==> src/inc/slic_consts.svh <==
`ifndef SLIC_CONSTS_SVH
`define SLIC_CONSTS_SVH
// register byte offsets
`define SLIC_RXS_OFS 12'h000
`define SLIC_RXB_OFS 12'h004
`define SLIC_TXS_OFS 12'h008
`define SLIC_TXB_OFS 12'h00C
`define SLIC_CFG_OFS 12'h010
// receiver status fields
`define SLIC_RXS_MCHG 15
`define SLIC_RXS_RING 14
`define SLIC_RXS_CTS 13
`define SLIC_RXS_CAR 12
`define SLIC_RXS_SEC 10
`define SLIC_RXS_DONE 7
`define SLIC_RXS_IE 6
`define SLIC_RXS_MIE 5
// transmitter status fields
`define SLIC_TXS_RDY 7
`define SLIC_TXS_IE 6
// configuration fields
`define SLIC_CFG_VEC_HI 5
`define SLIC_CFG_VEC_LO 0
`define SLIC_CFG_LVL_HI 9
`define SLIC_CFG_LVL_LO 8
`define SLIC_CFG_MDIS 12
`define SLIC_CFG_NPRS 13
// reset values
`define SLIC_VEC_RST 6'h18
`define SLIC_LVL_RST 2'h1
`define SLIC_NPRS_RST 1'b1
`define SLIC_MDIS_RST 1'b0
`define SLIC_WORD_ZERO 32'h0000_0000
// modem line index of the ring indication
`define SLIC_RING_IDX 0
`endif

==> src/inc/slic_pkg.sv <==
package slic_pkg;
    typedef enum logic [2:0] {
        SLIC_IDLE = 3'b000,
        SLIC_REQ = 3'b001,
        SLIC_ACK = 3'b010,
        SLIC_MST = 3'b011
    } slic_state_t;
    typedef struct packed {
        logic bg_in;
        logic bbsy;
        logic ssyn;
        logic npr;
    } slic_bus_in_t;
    typedef struct packed {
        logic [3:0] br;
        logic bg_out;
        logic sack;
        logic bbsy;
        logic intr;
        logic [8:0] vector;
    } slic_bus_out_t;
    typedef struct packed {
        logic secondary_receive_line;
        logic cts_line;
        logic carrier;
        logic ring;
    } slic_modem_t;
endpackage

==> src/rtl/slic_modem_detect.sv <==
`timescale 1ns/1ps
`default_nettype none
`include "slic_consts.svh"
module slic_modem_detect (
    // clock and reset
    input wire logic pclk,
    input wire logic presetn,
    input wire logic ce,
    // modem lines
    input wire slic_pkg::slic_modem_t lines,
    // change event
    output logic change
);
    logic [3:0] prev_q;
    logic [3:0] hit;
    genvar i;
    generate
        for (i = 0; i < 4; i++)
        begin : g_line
            always_ff @(posedge pclk or negedge presetn)
            begin
                if (!presetn)
                    prev_q[i] <= 1'b0;
                else if (ce)
                    prev_q[i] <= lines[i];
            end
            // ring counts on its rising edge, the others on either edge
            if (i == `SLIC_RING_IDX)
            begin : g_rise
                assign hit[i] = lines[i] & ~prev_q[i];
            end
            else
            begin : g_any
                assign hit[i] = lines[i] ^ prev_q[i];
            end
        end
    endgenerate
    assign change = |hit;
endmodule
`default_nettype wire

==> src/rtl/slic_rearm.sv <==
`timescale 1ns/1ps
`default_nettype none
module slic_rearm (
    // clock and reset
    input wire logic pclk,
    input wire logic presetn,
    input wire logic ce,
    input wire logic init,
    // source condition and service event
    input wire logic cond,
    input wire logic served,
    // qualified request
    output logic request
);
    logic armed_q;
    always_ff @(posedge pclk or negedge presetn)
    begin
        if (!presetn)
            armed_q <= 1'b1;
        else if (ce)
        begin
            if (init)
                armed_q <= 1'b1;
            else if (served)
                armed_q <= 1'b0;
            else if (!cond)
                armed_q <= 1'b1;
        end
    end
    assign request = cond & armed_q;
endmodule
`default_nettype wire

==> src/rtl/slic_top.sv <==
// Summary of operation
// - receive enable and character received request
// - modem enable and change flag request
// - modem line change sets change flag, ring on rising edge only
// - option disables modem interrupt source
// - request on configured bus level
// - grant answered with acknowledge
// - take busy once busy, sync, grant low
// - transmit enable and holding ready request
// - same level, receiver served first
// - vector from six lines, bit 2 side
// - grant passes through when idle and not requesting
// - release mastership after vector strobed
// - re-arm after condition drops, or on initialize
// - no transfer requests, hold off pending
// - status read or initialize clears flag
// - receive buffer access clears received flag
// - initialize clears receive interrupt enable
`timescale 1ns/1ps
`default_nettype none
`include "slic_consts.svh"
module slic_top (
    // apb slave
    input wire logic pclk,
    input wire logic presetn,
    input wire logic ce,
    input wire logic psel,
    input wire logic penable,
    input wire logic pwrite,
    input wire logic [11:0] paddr,
    input wire logic [31:0] pwdata,
    output logic [31:0] prdata,
    output logic pready,
    output logic pslverr,
    // serial line status
    input wire logic bus_initialize,
    input wire logic rx_char_received,
    input wire logic tx_holding_ready,
    input wire slic_pkg::slic_modem_t modem,
    // system bus arbitration
    input wire slic_pkg::slic_bus_in_t bus_i,
    output slic_pkg::slic_bus_out_t bus_o
);
    // ****************************************
    // register bus decode
    // ****************************************
    logic [31:0] prdata_q;
    logic pready_q;
    logic pslverr_q;
    logic [31:0] rdata;
    wire acc = psel & penable;
    wire done = acc & pready_q;
    wire wr = done & pwrite;
    wire rd = done & ~pwrite;
    wire sel_rxs = paddr == `SLIC_RXS_OFS;
    wire sel_rxb = paddr == `SLIC_RXB_OFS;
    wire sel_txs = paddr == `SLIC_TXS_OFS;
    wire sel_txb = paddr == `SLIC_TXB_OFS;
    wire sel_cfg = paddr == `SLIC_CFG_OFS;
    wire mapped = sel_rxs | sel_rxb | sel_txs | sel_txb | sel_cfg;

    // ****************************************
    // status and configuration state
    // ****************************************
    logic rx_ie_q;
    logic mdm_ie_q;
    logic tx_ie_q;
    logic mchg_q;
    logic rx_done_q;
    logic [5:0] vec_hi_q;
    logic [1:0] lvl_q;
    logic mdis_q;
    logic nprs_q;
    logic mdm_change;

    slic_modem_detect u_modem (
        .pclk(pclk),
        .presetn(presetn),
        .ce(ce),
        .lines(modem),
        .change(mdm_change)
    );

    always_ff @(posedge pclk or negedge presetn)
    begin
        if (!presetn)
        begin
            rx_ie_q <= 1'b0;
            mdm_ie_q <= 1'b0;
            tx_ie_q <= 1'b0;
        end
        else if (ce)
        begin
            if (bus_initialize)
            begin
                rx_ie_q <= 1'b0;
                mdm_ie_q <= 1'b0;
                tx_ie_q <= 1'b0;
            end
            else if (wr && sel_rxs)
            begin
                rx_ie_q <= pwdata[`SLIC_RXS_IE];
                mdm_ie_q <= pwdata[`SLIC_RXS_MIE];
            end
            else if (wr && sel_txs)
                tx_ie_q <= pwdata[`SLIC_TXS_IE];
        end
    end

    // event flags: the set wins over the clear
    always_ff @(posedge pclk or negedge presetn)
    begin
        if (!presetn)
        begin
            mchg_q <= 1'b0;
            rx_done_q <= 1'b0;
        end
        else if (ce)
        begin
            if (mdm_change)
                mchg_q <= 1'b1;
            else if (bus_initialize || (rd && sel_rxs))
                mchg_q <= 1'b0;
            if (rx_char_received)
                rx_done_q <= 1'b1;
            else if (bus_initialize || (done && sel_rxb))
                rx_done_q <= 1'b0;
        end
    end

    always_ff @(posedge pclk or negedge presetn)
    begin
        if (!presetn)
        begin
            vec_hi_q <= `SLIC_VEC_RST;
            lvl_q <= `SLIC_LVL_RST;
            mdis_q <= `SLIC_MDIS_RST;
            nprs_q <= `SLIC_NPRS_RST;
        end
        else if (ce && wr && sel_cfg)
        begin
            vec_hi_q <= pwdata[`SLIC_CFG_VEC_HI:`SLIC_CFG_VEC_LO];
            lvl_q <= pwdata[`SLIC_CFG_LVL_HI:`SLIC_CFG_LVL_LO];
            mdis_q <= pwdata[`SLIC_CFG_MDIS];
            nprs_q <= pwdata[`SLIC_CFG_NPRS];
        end
    end

    // ****************************************
    // read data
    // ****************************************
    always_comb
    begin
        rdata = `SLIC_WORD_ZERO;
        if (sel_rxs)
        begin
            rdata[`SLIC_RXS_MCHG] = mchg_q;
            rdata[`SLIC_RXS_RING] = modem.ring;
            rdata[`SLIC_RXS_CTS] = modem.cts_line;
            rdata[`SLIC_RXS_CAR] = modem.carrier;
            rdata[`SLIC_RXS_SEC] = modem.secondary_receive_line;
            rdata[`SLIC_RXS_DONE] = rx_done_q;
            rdata[`SLIC_RXS_IE] = rx_ie_q;
            rdata[`SLIC_RXS_MIE] = mdm_ie_q;
        end
        else if (sel_txs)
        begin
            rdata[`SLIC_TXS_RDY] = tx_holding_ready;
            rdata[`SLIC_TXS_IE] = tx_ie_q;
        end
        else if (sel_cfg)
        begin
            rdata[`SLIC_CFG_VEC_HI:`SLIC_CFG_VEC_LO] = vec_hi_q;
            rdata[`SLIC_CFG_LVL_HI:`SLIC_CFG_LVL_LO] = lvl_q;
            rdata[`SLIC_CFG_MDIS] = mdis_q;
            rdata[`SLIC_CFG_NPRS] = nprs_q;
        end
    end

    // one wait state so every answer comes from a flop
    always_ff @(posedge pclk or negedge presetn)
    begin
        if (!presetn)
        begin
            pready_q <= 1'b0;
            pslverr_q <= 1'b0;
            prdata_q <= `SLIC_WORD_ZERO;
        end
        else if (ce)
        begin
            pready_q <= acc & ~pready_q;
            pslverr_q <= acc & ~pready_q & ~mapped;
            if (acc && !pready_q && !pwrite)
                prdata_q <= rdata;
        end
    end
    assign prdata = prdata_q;
    assign pready = pready_q;
    assign pslverr = pslverr_q;

    // ****************************************
    // interrupt sources
    // ****************************************
    wire rx_cond = (rx_ie_q & rx_done_q)
        | (mdm_ie_q & mchg_q & ~mdis_q);
    wire tx_cond = tx_ie_q & tx_holding_ready;
    wire rx_req;
    wire tx_req;
    logic side_q;
    logic served;

    slic_rearm u_rx_arm (
        .pclk(pclk),
        .presetn(presetn),
        .ce(ce),
        .init(bus_initialize),
        .cond(rx_cond),
        .served(served & ~side_q),
        .request(rx_req)
    );

    slic_rearm u_tx_arm (
        .pclk(pclk),
        .presetn(presetn),
        .ce(ce),
        .init(bus_initialize),
        .cond(tx_cond),
        .served(served & side_q),
        .request(tx_req)
    );

    // ****************************************
    // bus request sequencer
    // ****************************************
    slic_pkg::slic_state_t st_q;
    slic_pkg::slic_state_t st_d;
    slic_pkg::slic_bus_out_t bus_q;
    slic_pkg::slic_bus_out_t bus_d;
    wire npr_hold = nprs_q & bus_i.npr;
    wire any_req = rx_req | tx_req;
    wire start = any_req & ~npr_hold;
    wire free = ~bus_i.bbsy & ~bus_i.ssyn & ~bus_i.bg_in;
    wire [3:0] lvl_onehot = 4'h1 << lvl_q;
    wire [8:0] vector = {vec_hi_q, side_q, 2'b00};

    always_comb
    begin
        st_d = st_q;
        served = 1'b0;
        unique case (st_q)
            slic_pkg::SLIC_IDLE:
                if (start)
                    st_d = slic_pkg::SLIC_REQ;
            slic_pkg::SLIC_REQ:
                if (!any_req)
                    st_d = slic_pkg::SLIC_IDLE;
                else if (bus_i.bg_in)
                    st_d = slic_pkg::SLIC_ACK;
            slic_pkg::SLIC_ACK:
                if (free)
                    st_d = slic_pkg::SLIC_MST;
            slic_pkg::SLIC_MST:
                if (bus_i.ssyn)
                begin
                    st_d = slic_pkg::SLIC_IDLE;
                    served = 1'b1;
                end
            default:
                st_d = slic_pkg::SLIC_IDLE;
        endcase
        if (bus_initialize)
        begin
            st_d = slic_pkg::SLIC_IDLE;
            served = 1'b0;
        end
    end

    always_comb
    begin
        bus_d.br = (st_d == slic_pkg::SLIC_REQ) ? lvl_onehot : 4'h0;
        bus_d.sack = st_d == slic_pkg::SLIC_ACK;
        bus_d.bbsy = st_d == slic_pkg::SLIC_MST;
        bus_d.intr = st_d == slic_pkg::SLIC_MST;
        bus_d.vector = (st_d == slic_pkg::SLIC_MST) ? vector : 9'h000;
        bus_d.bg_out = (st_d == slic_pkg::SLIC_IDLE) & ~any_req & bus_i.bg_in;
    end

    always_ff @(posedge pclk or negedge presetn)
    begin
        if (!presetn)
        begin
            st_q <= slic_pkg::SLIC_IDLE;
            side_q <= 1'b0;
            bus_q <= '0;
        end
        else if (ce)
        begin
            st_q <= st_d;
            bus_q <= bus_d;
            if (st_q == slic_pkg::SLIC_IDLE && start)
                side_q <= ~rx_req;
        end
    end
    assign bus_o = bus_q;
endmodule
`default_nettype wire

==> config.mk <==
export PLATFORM = sky130hd
export DESIGN_NAME = slic_top
export DESIGN_NICKNAME = d
export VERILOG_FILES = /design/src/inc/slic_pkg.sv /design/src/rtl/slic_modem_detect.sv /design/src/rtl/slic_rearm.sv /design/src/rtl/slic_top.sv
export VERILOG_INCLUDE_DIRS = /design/src /design/src/inc
export SDC_FILE = /design/constraint.sdc
export NUM_CORES = 1
export LEC_CHECK = 0
export BUFFER_PORTS_ARGS = -buffer_cell sky130_fd_sc_hd__buf_2
export CAP_MARGIN = 30
export CORE_ASPECT_RATIO = 1.25
export CORE_MARGIN = 1
export CORE_UTILIZATION = 48
export CTS_BUF_LIST = sky130_fd_sc_hd__clkbuf_16
export DETAILED_ROUTE_END_ITERATION = 10
export GPL_ROUTABILITY_DRIVEN = 0
export GPL_TIMING_DRIVEN = 0
export PLACE_DENSITY = 0.8
export SETUP_SLACK_MARGIN = 0.5
export SYNTH_ARGS = -nofsm -noshare
export SYNTH_HDL_FRONTEND = slang
export SYNTH_SLANG_ARGS = --single-unit
==> constraint.sdc <==
create_clock -name pclk -period 2.9 [get_ports pclk]
set_clock_uncertainty 0.1 [all_clocks]
set_input_delay 0.58 -clock pclk [delete_from_list [all_inputs] [get_ports pclk]]
set_output_delay 0.58 -clock pclk [all_outputs]
set_load 0.005 [all_outputs]
### Word-level counts from Yosys, hierarchy flattened

Index checks and enable logic that the tools add are counted.

| cells by class | value |
|---|---|
| add/subtract/negate cells | 0 |
| multipliers | 0 |
| divide/modulo/power cells | 0 |
| reduce and logical (&&, ||, !) cells | 29 |
| $lt $le $gt $ge | 0 |
| equality and inequality tests | 13 |
| shift-type cells | 1 |
| bitwise operators | 42 |
| muxes and demuxes | 42 |

Operators by type and width:

| cell | number |
|---|---|
| == test 12 x 4 -> 1 bit, second input constant | 2 |
| bitwise AND 1 bit | 21 |
| 2-to-1 mux 1 bit | 21 |
| 2-to-1 mux 3 bit | 7 |
| 2-to-1 mux 2 bit | 8 |
| AND reduction 2 bit | 7 |
| == test 12 x 3 -> 1 bit, second input constant | 1 |
| == test 12 x 5 -> 1 bit, second input constant | 1 |
| == test 3 x 2 -> 1 bit, second input constant | 4 |
| zero test 12 bit | 1 |
| 2-to-1 mux 6 bit | 2 |
| inverter 1 bit | 12 |
| case mux 3 bit (4 select lines) | 1 |
| logical AND 1 bit | 9 |
| 2-to-1 mux 9 bit | 1 |
| nonzero test 2 bit | 4 |
| == test 3 x 1 -> 1 bit, second input constant | 2 |
| zero test 3 bit | 2 |
| inequality test 3 bit, second input constant | 2 |
| OR 1 bit | 6 |
| 2-to-1 mux 5 bit | 1 |
| 2-to-1 mux 4 bit | 1 |
| OR reduction 4 bit | 1 |
| << shifter 1 x 2 -> 4 bit, first input constant | 1 |
| other kinds (5) | 9 |

| storage, ports and cells | value |
|---|---|
| bits in read-only memories | 0 |
| bits in writable memories | 0 |
| bits in latches | 0 |
| memories | 0 |
| register bits | 58 |

### Depth between registers and ports, before layout

| logic depth | value |
|---|---|
| depth in word-level cells | 12 |
| gate-level depth with buffers | 6 |

### By module

Synthesis repeated with hierarchy kept, for this count alone.

| unflattened totals | value |
|---|---|
| cells, all modules | 237 |
| area, all modules | 2698.8 sq um |

Modules (own cells, without submodules):

| module | cells an instance | area an instance (sq um) | instances |
|---|---|---|---|
| slic_top | 214 | 2394.8 | 1 |
| slic_modem_detect | 13 | 183.9 | 1 |
| slic_rearm | 5 | 60.1 | 2 |

### Worst setup path before layout

No wires, ideal clock.

| timing path | value |
|---|---|
| path kind | input to register |
| start point | input port paddr[1] |
| end point | register rx_done_q |
| data arrival time | 2.325 ns |
| data required time | 2.678 ns |
| buffers on the path | 1 |
| setup slack | 0.354 ns |
| cell stages on the path | 5 |
| library setup time | 0.122 ns |
| cell sequence | or4_1 > buf_2 > or3_4 > or4_1 > a32o_1 |

| between the ends | value |
|---|---|
| longest elaborated chain between the ends | 5 |

RTL lines:

| element | RTL line | RTL |
|---|---|---|
| from (decl) | slic_top.sv:30 | `input wire logic [11:0] paddr,` |
| == test 12 x 3 -> 1 bit (no line) | - |  |
| logical AND 1 bit | slic_top.sv:126 | `else if (bus_initialize \|\| (done && sel_rxb))` |
| logical OR 1 bit | slic_top.sv:126 |  |
| nonzero test 2 bit (no line) | - |  |
| AND reduction 2 bit (no line) | - |  |
| to (signal assigned) | slic_top.sv:116 | `rx_done_q <= 1'b0;` |
| to (signal assigned) | slic_top.sv:125 | `rx_done_q <= 1'b1;` |
| to (signal assigned) | slic_top.sv:127 | `rx_done_q <= 1'b0;` |
| to (decl) | slic_top.sv:69 | `logic rx_done_q;` |

No other way between the ends.
A chain may end at the register's enable or synchronous reset.

### Final worst setup path

Same ends and word-level chain as after synthesis.

==> impl_metrics.tcl <==
set metrics [dict create \
    finalSetupViolCount 0 \
    layout.nets 388 \
    die_outline_width_um 68.4 \
    report.final.hold_viol_count 0 \
    routed_wl_um 6050 \
    syn_area_per_cell_um2 11.6 \
    detail_route.drc_violations 0 \
    asr_flop_ratio_synth 1.00 \
    synth-seq-area-share 0.532 \
    outcome "finished, final reports clean" \
    grt_start_max_net_pins 36 \
    critPathSlowestCell "sky130_fd_sc_hd__or4_4" \
    die_height_um 85.0 \
    synth_cell_types 50 \
    postLayoutCellArea_mm2 0.00336 \
    drt-pass1-iter-count 4 \
    rsz0062_at_grt "false" \
    worstSkewPairLatency_ps 290 \
    wl_per_cell_um 15.5 \
    gr-usage-all-layers 0.222 \
    netlist_instances 229 \
    first_global_vias 2048 \
    detailed_place.area_mm2 0.00318 \
    irDropWorstVdd_v 0.000363 \
    cts.reportedPaths.clkPinSlew_ps 70 \
    cp.required_ps 2990 \
    number_of_vias_after_detailed_routing 2070 \
    core_area_mm2 0.00519 \
    drt-vias-per-instance 5.31 \
    hpwlAfterDp_um 4430 \
    cts.sink_count 56 \
    die-area_mm2 0.00582 \
    tritoncts "built" \
    period_needed_ps 2350 \
    final_layout_size_suffix_gt1_frac 0.402 \
    io_pins 112 \
    grt-ovfl-total 0 \
    postRouteAntennaNets 0 \
    cts_max_level 2 \
    synth-edff-count 0 \
    syn2layout_area_growth_pct 26.9 \
    critical_path_class "in2reg" \
    fmaxAchievable_ghz 0.426 \
    timing.critical_path.from_type "input port" \
    cp_slowest_stage_delay_ps 520 \
    slew_headroom 0.580 \
    drt-initial-drc-count 111 \
    hp-class "in2async" \
    clock_tree.buffer_depth 2 \
    row_count 29 \
    grt_antenna_before_repair 0 \
    drv_cap 0 \
    cts-buffers-inserted 5 \
    p_leak_uw 0.00176 \
    timing.critical_path.to_type "register" \
    portion_of_synthesized_cell_area_occupied_by_the_leading_cell_type 0.473 \
    number_of_inserted_diodes 0 \
    critical_path.cell_chain "buf_2 -> or4_4 -> buf_6 -> or3_4 -> or4_1 -> a32o_1" \
    synthTopCellsByArea "sky130_fd_sc_hd__dfrtp_1 47%, sky130_fd_sc_hd__mux2_2 6.4%, sky130_fd_sc_hd__dfstp_2 6.0%" \
    worst_slew_pin_slew_ps 630 \
    worst_ep_arrival_ps 2430 \
    netlist_area_mm2 0.00265 \
    starting_utilization_of_the_core_area 0.510 \
    grt_pass1_wl_um 9540 \
    post_synthesis_cell_type_with_the_largest_combined_area "sky130_fd_sc_hd__dfrtp_1" \
    yosys_register_bits 56 \
    final_max_slew_viol_count 0 \
    cts.root.buffer_cell "sky130_fd_sc_hd__clkbuf_16" \
    critical_path.max_fanout 6 \
    post-route-period-util 0.810 \
    pwr_density_cell_mw_per_mm2 454 \
    port_buffers 70 \
    power_uw 1530 \
    setup_tns_ps 0 \
    ys.flop_type "sky130_fd_sc_hd__dfrtp_1" \
    synth-warning-count 0 \
]
==> cells by family (layout without fill, tap and decap cells) <==
family | count (synthesis) | in the layout | synth area share
buffers and inverters | 33 | 114 | 0.0761
muxes | 19 | 19 | 0.0790
AOI/OAI and AO/OA | 47 | 47 | 0.148
xor gates and xnor gates | 3 | 3 | 0.00993
other | 1 | 19 | 0.00142
DFF | 56 | 56 | 0.532
and+or+nand+nor | 70 | 70 | 0.153
==> sequential cells by signal, indices dropped and copies added (netlist names), 2 cells and up <==
signal,cells
bus_o,14
lvl_q,2
prdata,15
st_q,3
u_modem.prev_q,4
vec_hi_q,6
==> synthesized netlist by cell type, types with 3 or more instances <==
library cell,count
sky130_fd_sc_hd__nand2_1,15
sky130_fd_sc_hd__mux2_2,15
sky130_fd_sc_hd__or2_2,3
sky130_fd_sc_hd__nand3_1,6
sky130_fd_sc_hd__o2bb2ai_1,4
sky130_fd_sc_hd__dfrtp_1,50
sky130_fd_sc_hd__clkbuf_1,6
sky130_fd_sc_hd__xnor2_1,3
sky130_fd_sc_hd__nor4_1,3
sky130_fd_sc_hd__a211o_1,3
sky130_fd_sc_hd__nand2b_1,6
sky130_fd_sc_hd__nor3_1,5
sky130_fd_sc_hd__buf_4,20
sky130_fd_sc_hd__nor2_1,8
sky130_fd_sc_hd__and3_1,6
sky130_fd_sc_hd__and2_0,3
sky130_fd_sc_hd__a21oi_1,4
sky130_fd_sc_hd__dfstp_2,6
sky130_fd_sc_hd__mux2i_1,4
sky130_fd_sc_hd__inv_1,3
sky130_fd_sc_hd__or4_1,3
sky130_fd_sc_hd__a22o_1,18
==> power breakdown <==
group	leakage [uW]	internal [uW]	switching, uW
combinational	0.000958	64.5	73.1
sequential	0.000742	793	9.29
clock	0.0000635	317	268
==> metal layers <==
layer  GRT usage  part of all wire
met2       0.373              0.51
met1       0.275              0.43
met5           0                 0
met4      0.0701            0.0099
met3      0.0538             0.050
==> placed cells by master, fill, tap and decap left out, types with 6 or more instances in the layout <==
cell / synthesis / layout
sky130_fd_sc_hd__conb_1: 1 / 19
sky130_fd_sc_hd__buf_2: 2 / 71
sky130_fd_sc_hd__nand3_1: 6 / 6
sky130_fd_sc_hd__and3_1: 6 / 6
sky130_fd_sc_hd__buf_4: 20 / 21
sky130_fd_sc_hd__dfrtp_1: 50 / 50
sky130_fd_sc_hd__mux2_2: 15 / 15
sky130_fd_sc_hd__nor2_1: 8 / 8
sky130_fd_sc_hd__nand2_1: 15 / 15
sky130_fd_sc_hd__a22o_1: 18 / 18
sky130_fd_sc_hd__clkbuf_1: 6 / 6
sky130_fd_sc_hd__dfstp_2: 6 / 6
sky130_fd_sc_hd__nand2b_1: 6 / 6
==> per-stage QoR <==
stage | hold WS, ps | std cells | util | setup WS (ps)
floorplan | 184 | 247 | - | 405
global placement | 370 | 379 | 0.607 | 134
detailed placement | 368 | 381 | 0.613 | 136
CTS | 172 | 389 | 0.640 | 507
global route | 199 | 390 | 0.647 | 531
finish | 163 | 390 | 0.647 | 551
==> final cells by class <==
| class | instances | area (um2) |
|---|---|---|
| sequential | 56 | 1410 |
| buffer | 29 | 193 |
| clock buffer | 5 | 125 |
| clock inverter | 3 | 18.8 |
| inverter | 4 | 15.0 |
| multi-input combinational | 158 | 1120 |
| fill | 433 | 1830 |
| tap | 62 | 77.6 |
| timing repair buffer | 73 | 398 |
==> critical path, delay by kind of cell <==
family / cells / cell delay (ps)
compound gates: 1 / 230
buf+inv: 2 / 250
simple gates: 3 / 1380
==> path summary, 6_finish.rpt <==
check	start	to	slack (ps)	cells after the start
setup / recovery	paddr[1]	rx_done_q$_DFFE_PN0P_	550	6
hold / removal	presetn	pready$_DFFE_PN0P_	160	1
setup reg to reg	pready$_DFFE_PN0P_	lvl_q[1]$_DFFE_PN0P_	750	6
hold reg to reg	bus_o[12]$_DFFE_PN0P_	bus_o[12]$_DFFE_PN0P_	390	1
max in group asynchronous	presetn	u_rx_arm.armed_q$_DFFE_PN1P_	1900	2
min in group pclk	bus_o[12]$_DFFE_PN0P_	bus_o[12]$_DFFE_PN0P_	390	1
==> what timing repair did <==
action	4_1_cts	5_1_grt
setup endpoints to repair	9	18
buffers inserted	0	1
pin swaps	1	1
cloned	0	0
hold buffers	0	0
endpoints found under the hold margin	0	0
resized for setup	0	2
Note: power is estimated with default switching activity, not from simulation.
